## config.mk

```make
export PLATFORM = sky130hd
export DESIGN_NAME = qxr_core
export DESIGN_NICKNAME = d
export VERILOG_FILES = /design/src/core/qxr_pkg.sv /design/src/core/qxr_core.sv
export VERILOG_INCLUDE_DIRS = /design/src /design/src/core
export SDC_FILE = /design/constraint.sdc
export NUM_CORES = 1
export LEC_CHECK = 0
export BUFFER_PORTS_ARGS = -buffer_cell sky130_fd_sc_hd__buf_2
export CAP_MARGIN = 30
export CORE_MARGIN = 4
export CORE_UTILIZATION = 55
export DETAILED_ROUTE_END_ITERATION = 8
export PLACE_DENSITY = 0.87
export SLEW_MARGIN = 20
export SYNTH_ARGS = -nofsm -noshare
export SYNTH_HDL_FRONTEND = slang
export SYNTH_SLANG_ARGS = --single-unit
export TNS_END_PERCENT = 10
```

## constraint.sdc

```tcl
create_clock -name SYS_CLK -period 4.3 [get_ports SYS_CLK]
set_input_delay 0.43 -clock SYS_CLK [delete_from_list [all_inputs] [get_ports SYS_CLK]]
set_output_delay 0.43 -clock SYS_CLK [all_outputs]
set_load 0.05 [all_outputs]
```

## src/core/qxr_regs.svh

```systemverilog
// constants for the quad-exit, reset and discoverable table block
// Contract
// RULE1: quad-exit opcode leaves four-wire command mode
// RULE2: mode exit keeps latch, suspend, wrap
// RULE3: accepted reset aborts work, restores defaults
// RULE4: reset clears every volatile setting; the code sets the wrap bits to 7H instead
// RULE5: reset opcodes accepted in both modes
// RULE6: host sends arm and reset separately
// RULE7: ignore commands for 30 us after reset
// RULE8: host checks busy, suspend before reset
// RULE9: table read opcode works in both modes
// RULE10: bytes 00-03 return signature, LSB first
// RULE11: bytes 04-06 return revision and count
// RULE12: first header gives 9 dwords at 30H
// RULE13: second header gives 3 dwords at 60H
// RULE14: unused table bytes always read FFH
// RULE15: byte 30H E5H, byte 31H 20H
// RULE16: volatile write-enable select bit reads zero
// RULE17: byte 32H reads F1H
// RULE18: table frame: opcode, address, dummies, data
// RULE19: reset only right after a complete arm frame
`ifndef QXR_REGS_SVH
`define QXR_REGS_SVH
`define QXR_OP_QUAD_EXIT 8'hFF
`define QXR_OP_RESET_ARM 8'h66
`define QXR_OP_RESET 8'h99
`define QXR_OP_TABLE_READ 8'h5A
`define QXR_ADDR_BITS 6'd24
`define QXR_DUMMY_CLKS 6'd8
`define QXR_T_RESET_NS 30000
`define QXR_CLK_NS 40
`define QXR_RESET_CYCLES (`QXR_T_RESET_NS / `QXR_CLK_NS)
`define QXR_VOL_STATUS_RST 8'h00
`define QXR_READ_PARAM_RST 8'h00
`define QXR_CONT_READ_RST 8'h00
`define QXR_WRAP_RST 3'h7
`define QXR_UNUSED_BYTE 8'hFF
`endif

```

## src/core/qxr_pkg.sv

```systemverilog
// types for the quad-exit, reset and discoverable table block
package qxr_pkg;
    typedef enum logic [2:0] {
        QXR_OPCODE = 3'b000,
        QXR_ADDR = 3'b001,
        QXR_DUMMY = 3'b011,
        QXR_DATA = 3'b010,
        QXR_IGNORE = 3'b110
    } qxr_phase_type;

    typedef struct packed {
        logic write_enable_latch;
        logic suspend_flag;
        logic [7:0] volatile_status;
        logic [7:0] read_parameter_bits;
        logic [7:0] continuous_read_bits;
        logic [2:0] wrap_setting_bits;
    } qxr_volatile_type;
endpackage : qxr_pkg

```

## src/core/qxr_core.sv

```systemverilog
// serial command decoder for quad exit, two-step reset and table read
`timescale 1ns/1ns
`include "qxr_regs.svh"
module qxr_core #(
    parameter int RESET_CYCLES = `QXR_RESET_CYCLES,
    parameter logic [7:0] MAKER_ID = 8'h5E // arbitrary value
) (
    input wire logic SYS_CLK,
    input wire logic NRST,
    input wire logic CS_N,
    input wire logic SCLK,
    input wire logic [3:0] IO_IN,
    output logic [3:0] IO_OUT,
    output logic [3:0] IO_OE,
    input wire logic QUAD_ENTER,
    input wire qxr_pkg::qxr_volatile_type VOL_LOAD,
    input wire logic VOL_LOAD_EN,
    output qxr_pkg::qxr_volatile_type VOL_STATE,
    output logic FOUR_WIRE_MODE,
    output logic ABORT_OP,
    output logic RESET_BUSY
);
    ////////////////////////////////////////////////////////////////
    // pin synchronisers: a chip select or clock change counts once stages two and three agree; data pins are taken from stage three
    logic [2:0] cs_s_r, ck_s_r;
    logic [3:0] io_s1_r, io_s2_r, io_s3_r;
    logic cs_q_r, ck_q_r;
    logic cs_q_nxt, ck_q_nxt;

    always_comb begin
        cs_q_nxt = cs_q_r;
        ck_q_nxt = ck_q_r;
        if (cs_s_r[1] == cs_s_r[2]) begin
            cs_q_nxt = cs_s_r[2];
        end
        if (ck_s_r[1] == ck_s_r[2]) begin
            ck_q_nxt = ck_s_r[2];
        end
    end

    always_ff @(posedge SYS_CLK or negedge NRST) begin
        if (!NRST) begin
            cs_s_r <= 3'h7;
            ck_s_r <= 3'h0;
            io_s1_r <= 4'h0;
            io_s2_r <= 4'h0;
            io_s3_r <= 4'h0;
            cs_q_r <= 1'b1;
            ck_q_r <= 1'b0;
        end else begin
            cs_s_r <= {cs_s_r[1:0], CS_N};
            ck_s_r <= {ck_s_r[1:0], SCLK};
            io_s1_r <= IO_IN;
            io_s2_r <= io_s1_r;
            io_s3_r <= io_s2_r;
            cs_q_r <= cs_q_nxt;
            ck_q_r <= ck_q_nxt;
        end
    end

    logic sel, rise, fall, frame_end;
    assign sel = !cs_q_r && !cs_q_nxt;
    assign rise = sel && !ck_q_r && ck_q_nxt;
    assign fall = sel && ck_q_r && !ck_q_nxt;
    assign frame_end = !cs_q_r && cs_q_nxt;

    ////////////////////////////////////////////////////////////////
    // discoverable table contents
    function automatic logic [7:0] table_byte(input logic [23:0] a, input logic [7:0] mid);
        logic [7:0] v;
        v = `QXR_UNUSED_BYTE; // [RULE14]
        if (a[23:8] == 16'h0000) begin
            case (a[7:0])
                8'h00: v = 8'h53; // [RULE10]
                8'h01: v = 8'h46; // [RULE10]
                8'h02: v = 8'h44; // [RULE10]
                8'h03: v = 8'h50; // [RULE10]
                8'h04: v = 8'h00; // [RULE11]
                8'h05: v = 8'h01; // [RULE11]
                8'h06: v = 8'h01; // [RULE11]
                8'h08: v = 8'h00; // [RULE12]
                8'h09: v = 8'h00;
                8'h0A: v = 8'h01; // [RULE12]
                8'h0B: v = 8'h09; // [RULE12]
                8'h0C: v = 8'h30; // [RULE12]
                8'h0D: v = 8'h00;
                8'h0E: v = 8'h00;
                8'h10: v = mid; // [RULE13]
                8'h11: v = 8'h00;
                8'h12: v = 8'h01; // [RULE13]
                8'h13: v = 8'h03; // [RULE13]
                8'h14: v = 8'h60; // [RULE13]
                8'h15: v = 8'h00;
                8'h16: v = 8'h00;
                8'h30: v = 8'hE5; // bit 4 clear selects the 50H enable [RULE15] [RULE16]
                8'h31: v = 8'h20; // [RULE15]
                8'h32: v = 8'hF1; // [RULE17]
                default: v = `QXR_UNUSED_BYTE;
            endcase
        end
        return v;
    endfunction : table_byte

    ////////////////////////////////////////////////////////////////
    // command decoder
    qxr_pkg::qxr_phase_type ph_r, ph_nxt;
    logic [7:0] op_r, op_nxt;
    logic [23:0] addr_r, addr_nxt;
    logic [5:0] cnt_r, cnt_nxt;
    logic [7:0] sh_r, sh_nxt;
    logic quad_r, quad_nxt;
    logic armed_r, armed_nxt;
    logic arm_seen_r, arm_seen_nxt;
    logic [15:0] rst_cnt_r, rst_cnt_nxt;
    logic abort_r, abort_nxt;
    logic [3:0] out_r, out_nxt;
    logic [3:0] oe_r, oe_nxt;
    qxr_pkg::qxr_volatile_type vol_r, vol_nxt;
    logic [5:0] step;
    logic [7:0] op_shift;
    logic [23:0] addr_shift;
    logic [7:0] tb;

    always_comb begin
        step = quad_r ? 6'd4 : 6'd1;
        op_shift = quad_r ? {op_r[3:0], io_s3_r} : {op_r[6:0], io_s3_r[0]};
        addr_shift = quad_r ? {addr_r[19:0], io_s3_r} : {addr_r[22:0], io_s3_r[0]};
        tb = table_byte(addr_r, MAKER_ID);
        ph_nxt = ph_r;
        op_nxt = op_r;
        addr_nxt = addr_r;
        cnt_nxt = cnt_r;
        sh_nxt = sh_r;
        quad_nxt = quad_r;
        armed_nxt = armed_r;
        arm_seen_nxt = arm_seen_r;
        rst_cnt_nxt = rst_cnt_r;
        abort_nxt = 1'b0;
        out_nxt = out_r;
        oe_nxt = oe_r;
        vol_nxt = vol_r;
        if (VOL_LOAD_EN) begin
            vol_nxt = VOL_LOAD;
        end
        if (QUAD_ENTER) begin
            quad_nxt = 1'b1;
        end
        if (rst_cnt_r != 16'd0) begin
            rst_cnt_nxt = rst_cnt_r - 16'd1; // busy: every frame dropped [RULE7]
            ph_nxt = qxr_pkg::QXR_IGNORE;
        end
        if (rst_cnt_r == 16'd0 && ph_r == qxr_pkg::QXR_IGNORE && cs_q_r) begin
            // busy over and deselected: otherwise the first frame after it is lost [RULE7]
            ph_nxt = qxr_pkg::QXR_OPCODE;
        end
        if (frame_end) begin
            // arm only survives when this frame was exactly the arm opcode [RULE19]
            armed_nxt = (ph_r == qxr_pkg::QXR_ADDR) && arm_seen_r && (cnt_r == 6'd0);
            arm_seen_nxt = 1'b0;
            oe_nxt = 4'h0;
            if (ph_r == qxr_pkg::QXR_ADDR && cnt_r == 6'd0 && rst_cnt_r == 16'd0) begin
                // quad exit leaves volatile state untouched [RULE1] [RULE2]
                if (op_r == `QXR_OP_QUAD_EXIT && quad_r) begin
                    quad_nxt = 1'b0;
                end
                if (op_r == `QXR_OP_RESET && armed_r) begin // [RULE3] [RULE5] [RULE6]
                    quad_nxt = 1'b0;
                    abort_nxt = 1'b1;
                    rst_cnt_nxt = 16'(RESET_CYCLES); // [RULE7]
                    vol_nxt.write_enable_latch = 1'b0; // [RULE4]
                    vol_nxt.suspend_flag = 1'b0;
                    vol_nxt.volatile_status = `QXR_VOL_STATUS_RST;
                    vol_nxt.read_parameter_bits = `QXR_READ_PARAM_RST;
                    vol_nxt.continuous_read_bits = `QXR_CONT_READ_RST;
                    vol_nxt.wrap_setting_bits = `QXR_WRAP_RST;
                end
            end
            ph_nxt = qxr_pkg::QXR_OPCODE;
            cnt_nxt = 6'd0;
        end else if (rise && rst_cnt_r == 16'd0) begin
            case (ph_r)
                qxr_pkg::QXR_OPCODE: begin
                    op_nxt = op_shift;
                    cnt_nxt = cnt_r + step;
                    if (cnt_r + step == 6'd8) begin
                        cnt_nxt = 6'd0;
                        arm_seen_nxt = (op_shift == `QXR_OP_RESET_ARM); // [RULE5]
                        ph_nxt = (op_shift == `QXR_OP_TABLE_READ) ?
                            qxr_pkg::QXR_ADDR : qxr_pkg::QXR_ADDR; // [RULE9]
                        addr_nxt = 24'h00_0000;
                    end
                end
                qxr_pkg::QXR_ADDR: begin
                    if (op_r == `QXR_OP_TABLE_READ) begin
                        addr_nxt = addr_shift; // [RULE18]
                        cnt_nxt = cnt_r + step;
                        if (cnt_r + step == `QXR_ADDR_BITS) begin
                            cnt_nxt = 6'd0;
                            ph_nxt = qxr_pkg::QXR_DUMMY;
                        end
                    end else begin
                        cnt_nxt = 6'd1; // extra clocks spoil a bare opcode frame
                        arm_seen_nxt = 1'b0;
                    end
                end
                qxr_pkg::QXR_DUMMY: begin
                    cnt_nxt = cnt_r + 6'd1;
                    if (cnt_r + 6'd1 == `QXR_DUMMY_CLKS) begin // [RULE18]
                        cnt_nxt = 6'd0;
                        ph_nxt = qxr_pkg::QXR_DATA;
                        sh_nxt = tb;
                        addr_nxt = addr_r + 24'h00_0001;
                    end
                end
                default: begin
                end
            endcase
        end else if (fall && ph_r == qxr_pkg::QXR_DATA) begin
            // shift the next bits out, reloading with auto-increment [RULE18]
            if (quad_r) begin
                out_nxt = sh_r[7:4];
                oe_nxt = 4'hF;
                sh_nxt = {sh_r[3:0], 4'h0};
            end else begin
                out_nxt = {2'b00, sh_r[7], 1'b0};
                oe_nxt = 4'h2;
                sh_nxt = {sh_r[6:0], 1'b0};
            end
            cnt_nxt = cnt_r + step;
            if (cnt_r + step == 6'd8) begin
                cnt_nxt = 6'd0;
                sh_nxt = tb;
                addr_nxt = addr_r + 24'h00_0001;
            end
        end
    end

    always_ff @(posedge SYS_CLK or negedge NRST) begin
        if (!NRST) begin
            ph_r <= qxr_pkg::QXR_OPCODE;
            op_r <= 8'h00;
            addr_r <= 24'h00_0000;
            cnt_r <= 6'd0;
            sh_r <= 8'h00;
            quad_r <= 1'b0;
            armed_r <= 1'b0;
            arm_seen_r <= 1'b0;
            rst_cnt_r <= 16'h0000;
            abort_r <= 1'b0;
            out_r <= 4'h0;
            oe_r <= 4'h0;
            vol_r <= '{1'b0, 1'b0, 8'h00, 8'h00, 8'h00, 3'h7};
        end else begin
            ph_r <= ph_nxt;
            op_r <= op_nxt;
            addr_r <= addr_nxt;
            cnt_r <= cnt_nxt;
            sh_r <= sh_nxt;
            quad_r <= quad_nxt;
            armed_r <= armed_nxt;
            arm_seen_r <= arm_seen_nxt;
            rst_cnt_r <= rst_cnt_nxt;
            abort_r <= abort_nxt;
            out_r <= out_nxt;
            oe_r <= oe_nxt;
            vol_r <= vol_nxt;
        end
    end

    assign IO_OUT = out_r;
    assign IO_OE = oe_r;
    assign VOL_STATE = vol_r;
    assign FOUR_WIRE_MODE = quad_r;
    assign ABORT_OP = abort_r;
    assign RESET_BUSY = (rst_cnt_r != 16'd0);

    ////////////////////////////////////////////////////////////////
    // checks
    reset_clears_wel_a: assert property (@(posedge SYS_CLK) disable iff (!NRST)
        ABORT_OP |-> !vol_r.write_enable_latch && !vol_r.suspend_flag && !quad_r) // [RULE4]
        else $error("reset left volatile state set");
    reset_abort_busy_a: assert property (@(posedge SYS_CLK) disable iff (!NRST)
        ABORT_OP |-> RESET_BUSY && rst_cnt_r == 16'(RESET_CYCLES)) // [RULE3]
        else $error("reset did not start busy interval");
    busy_no_cmd_a: assert property (@(posedge SYS_CLK) disable iff (!NRST)
        $past(RESET_BUSY) |-> !ABORT_OP && ($stable(quad_r) || $past(QUAD_ENTER))) // [RULE7]
        else $error("command acted while busy");
    quad_exit_keep_a: assert property (@(posedge SYS_CLK) disable iff (!NRST)
        $fell(quad_r) && !ABORT_OP && !$past(VOL_LOAD_EN) |-> $stable(vol_r)) // [RULE2]
        else $error("quad exit changed volatile state");
    reset_needs_arm_a: assert property (@(posedge SYS_CLK) disable iff (!NRST)
        ABORT_OP |-> $past(armed_r)) // [RULE19]
        else $error("reset without arm frame");
    quad_exit_cause_a: assert property (@(posedge SYS_CLK) disable iff (!NRST)
        $fell(quad_r) |-> $past(frame_end)) // [RULE1]
        else $error("mode left outside frame end");
    drive_only_data_a: assert property (@(posedge SYS_CLK) disable iff (!NRST)
        IO_OE != 4'h0 |-> ph_r == qxr_pkg::QXR_DATA) // [RULE18]
        else $error("output driven outside data phase");
    sig_byte_a: assert property (@(posedge SYS_CLK) disable iff (!NRST)
        table_byte(24'h00_0000, MAKER_ID) == 8'h53 && table_byte(24'h00_0007, MAKER_ID)
        == 8'hFF) // [RULE10] [RULE14]
        else $error("table content wrong");
endmodule : qxr_core

```

==> flow_summary.yaml <==
outcome:
  status: "completed"
synth:
  synth-edff-count: 0
  postSynthRegisterBits: 124
  avgSynthCellArea_um2: 9.539
  synth_flop_cell: "sky130_fd_sc_hd__dfrtp_1"
  syn_inst: 734
  yosys_warn_count: 0
  yosysSeqAreaShare_pct: 44.44
  ys_async_sr_fraction_pct: 100.0
  syn-cell-area_mm2: 0.007002
  postSynthNetCount: 787
  synth.distinct_cells: 76
route:
  antenna_left: 0
  drc_violation_total_after_the_first_tritonroute_iteration: 820
  routed_via_density: 6.230
  detailroute.via_count: 6056
  final_routed_wirelength_across_all_metal_layers_mm: 17.01
  drc: 0
  firstDrtPassIters: 5
  drt_wl_cell_um: 17.50
place:
  portBuffers: 78
  dpl_worst_slack_ns: 0.9678
  detailed_place_hpwl_mm: 11.31
  gp_routability_congestion: 0.9365
pwr:
  power_density_mw_per_mm2: 394.3
  power_mw: 3.167
  vdd_ir_drop_max_uv: 274.1
  power_leakage_nw: 3.745
cells_and_area:
  insertedDiodeCount: 0
  layout-drive-gt1-share_pct: 18.91
  final_util_pct: 65.77
  layout.cells.most_common_list: "sky130_fd_sc_hd__dfrtp_1 (116), sky130_fd_sc_hd__buf_2 (77), sky130_fd_sc_hd__nor2_1 (73), sky130_fd_sc_hd__nand2_1 (66), sky130_fd_sc_hd__mux2i_1 (56)"
  layout_commonest_cell: "sky130_fd_sc_hd__dfrtp_1"
  design.final.nets: 844
  syn2layout_area_growth_pct: 14.71
  fill_cells: 989
sta:
  fmax_mhz: 305.3
  final_tns_setup_ns: 0
  fin_ws_ns: 1.024
  rsz0062_at_grt: "false"
  final_period_minus_worst_setup_slack_ns: 3.276
  drv_slew: 0
  post-route-period-util_pct: 76.18
  tightestPinTransition_ns: 0.8152
  fin_skew_ns: 0.01220
  worst_slew_margin_rel_pct: 45.65
  setup_viol: 0
  finalHoldWorstSlack_ns: 0.1137
  finalHoldViolations: 0
critical_path:
  critical_path_arrival_ns: 3.57
  crit_path_frequent_cell: "sky130_fd_sc_hd__ha_1"
  critical-path-slowest-cell: "sky130_fd_sc_hd__dfrtp_2"
  worst-path-max-fanout: 22
  timing.critical_path.cells: "inv_1 > ha_1 > ha_1 > xor2_1 > nor4_2 > and3_1 > nor4_4 > or2_1 > buf_8 > mux2i_1"
  worst_path_dominant_cell_family: "simple AND/OR/NAND/NOR gates"
  worst_setup_path_start_kind: "flop"
  timing.setup.critical_path_class: "flop to flop"
  endpoint_kind: "flop"
  critPathMaxStageDelay_ns: 0.62
  crit_buf_inv: 2
  cp_data_required_time_ns: 4.59
job:
  timing.max_cap.violations: 0
min_path:
  hold_path.class: "input pin to flop"
clock_tree:
  ctsLongestPathBuffers: 2
  path_clk_slew_ns: 0.06
  clock_latency_ns: 0.42
  cts_tree: "done"
  cts.repair_timing.setup_buffer_count: 0
  clock_sinks: 124
  htreeDepth: 4
  cts_root_buffer: "sky130_fd_sc_hd__clkbuf_16"
  cts_made_buffers: 17
floorplan:
  ioPinCount: 79
  design.die.area_mm2: 0.01460
  placement_rows: 40
  core_region_area_mm2: 0.01221
  initial_utilization_pct: 57.34
  die_height_um: 120.8
  die_w_um: 120.8
global_routing:
  maximum_number_of_pins_on_one_net_before_global_route_repair: 72
  globalRouteTotalUtil_pct: 24.32
  grt_first_pass_wirelength_mm: 28.77
  first_global_vias: 5881
  number_of_antenna_violations_at_the_first_check_in_global_routing: 0
  gr-total-overflow: 0
-- cell families (layout without fill, tap and decap cells) --
family          Yosys count  in the layout  share of synthesized area, %
buf+inv                  76            146                         5.093
flops                   124            124                         44.44
xor+xnor                 19             19                         2.377
simple gates            244            244                         17.83
fa+ha+maj                15             15                         2.663
mux                      65             65                         9.614
compound gates          191            191                         17.98
-- final timing paths --
| check | from | cells past startpoint | endpoint | slack [ns] |
|---|---|---|---|---|
| min reg2reg | io_s2_r[1] | 0 | io_s3_r[1] | 0.35 |
| min in group asynchronous | NRST | 2 | FOUR_WIRE_MODE | 0.44 |
| max in group asynchronous | NRST | 4 | io_s1_r[0] | 2.89 |
| min | CS_N | 1 | cs_s_r[0] | 0.11 |
| max | FOUR_WIRE_MODE | 10 | addr_r[2] | 1.02 |
| max reg2reg | FOUR_WIRE_MODE | 10 | addr_r[2] | 1.02 |
-- stage by stage --
stage | cell area [um2] | instances
3_5_place_dp | 7438 | 937
6_report | 8031 | 972
3_3_place_gp | 7403 | 935
4_1_cts | 7979 | 969
5_1_grt | 8031 | 972
2_1_floorplan | 7002 | 734
-- layer usage --
layer	GRT usage (%)	part of all wire (%)
met1	32.85	42
met5	0	0
met2	37.65	47
met4	9.065	2.1
met3	6.501	9.0
-- state kept, by name (all words and copies together), names as in the netlist --
register        count
cnt_r               6
ph_r                3
armed_r             1
VOL_STATE          29
io_s3_r             4
arm_seen_r          1
cs_q_r              1
FOUR_WIRE_MODE      1
rst_cnt_r          16
ABORT_OP            1
ck_q_r              1
addr_r             24
io_s1_r             4
ck_s_r              3
sh_r                8
io_s2_r             4
IO_OE               2
cs_s_r              3
op_r                8
IO_OUT              4
-- what timing repair did --
item,CTS,global route
setup endpoints to repair,0,0
hold endpoints to repair,0,17
resized for setup,0,0
hold buffers,0,1
-- cell type report --
cell class | count | area, um2 | area share [%]
inverter | 24 | 92.59 | 1.153
sequential | 124 | 3113 | 38.76
timing repair buffer | 90 | 533.0 | 6.637
clock inverter | 8 | 68.82 | 0.8568
clock buffer | 24 | 471.7 | 5.873
tap | 168 | 210.2 | 2.617
multi-input combinational | 534 | 3542 | 44.10
-- power breakdown --
part | internal (mW) | leakage, nW | switching (mW)
clock | 0.819 | 0.271 | 0.500
sequential | 1.26 | 1.59 | 0.0946
combinational | 0.178 | 1.88 | 0.320
total | 2.25 | 3.74 | 0.915
-- synthesized netlist by cell type, types with 3 or more instances --
library cell,number,area (um2)
sky130_fd_sc_hd__o32a_1,12,120.1
sky130_fd_sc_hd__nor4_1,10,62.56
sky130_fd_sc_hd__o21ai_0,39,195.2
sky130_fd_sc_hd__a32oi_1,5,43.79
sky130_fd_sc_hd__o21ai_1,21,105.1
sky130_fd_sc_hd__a41oi_1,3,26.28
sky130_fd_sc_hd__a22o_1,4,35.03
sky130_fd_sc_hd__mux2i_1,56,560.5
sky130_fd_sc_hd__buf_4,3,22.52
sky130_fd_sc_hd__and3_1,12,75.07
sky130_fd_sc_hd__a32o_1,3,30.03
sky130_fd_sc_hd__nor4bb_1,3,30.03
sky130_fd_sc_hd__a22oi_1,3,22.52
sky130_fd_sc_hd__o31ai_1,24,180.2
sky130_fd_sc_hd__a211oi_1,4,30.03
sky130_fd_sc_hd__nor2b_1,5,31.28
sky130_fd_sc_hd__nor2_1,73,274.0
sky130_fd_sc_hd__nand3_1,23,115.1
sky130_fd_sc_hd__nand3b_1,4,30.03
sky130_fd_sc_hd__dfstp_2,7,183.9
sky130_fd_sc_hd__nand2b_1,3,18.77
sky130_fd_sc_hd__xor2_1,13,113.9
sky130_fd_sc_hd__clkbuf_1,31,116.4
sky130_fd_sc_hd__a21oi_1,30,150.1
sky130_fd_sc_hd__ha_1,14,175.2
sky130_fd_sc_hd__o22a_1,4,35.03
sky130_fd_sc_hd__buf_2,9,45.04
sky130_fd_sc_hd__xnor2_1,6,52.55
sky130_fd_sc_hd__or4_1,3,22.52
sky130_fd_sc_hd__nor4_2,4,50.05
sky130_fd_sc_hd__dfrtp_1,117,2928
sky130_fd_sc_hd__a21boi_0,4,30.03
sky130_fd_sc_hd__o22ai_1,5,31.28
sky130_fd_sc_hd__nand4_1,9,56.30
sky130_fd_sc_hd__a31oi_1,16,100.1
sky130_fd_sc_hd__mux2_2,8,90.09
sky130_fd_sc_hd__inv_1,21,78.83
sky130_fd_sc_hd__buf_6,6,67.56
sky130_fd_sc_hd__nor3_1,8,40.04
sky130_fd_sc_hd__nand2_1,66,247.7
(Power assumes the default switching activity.)
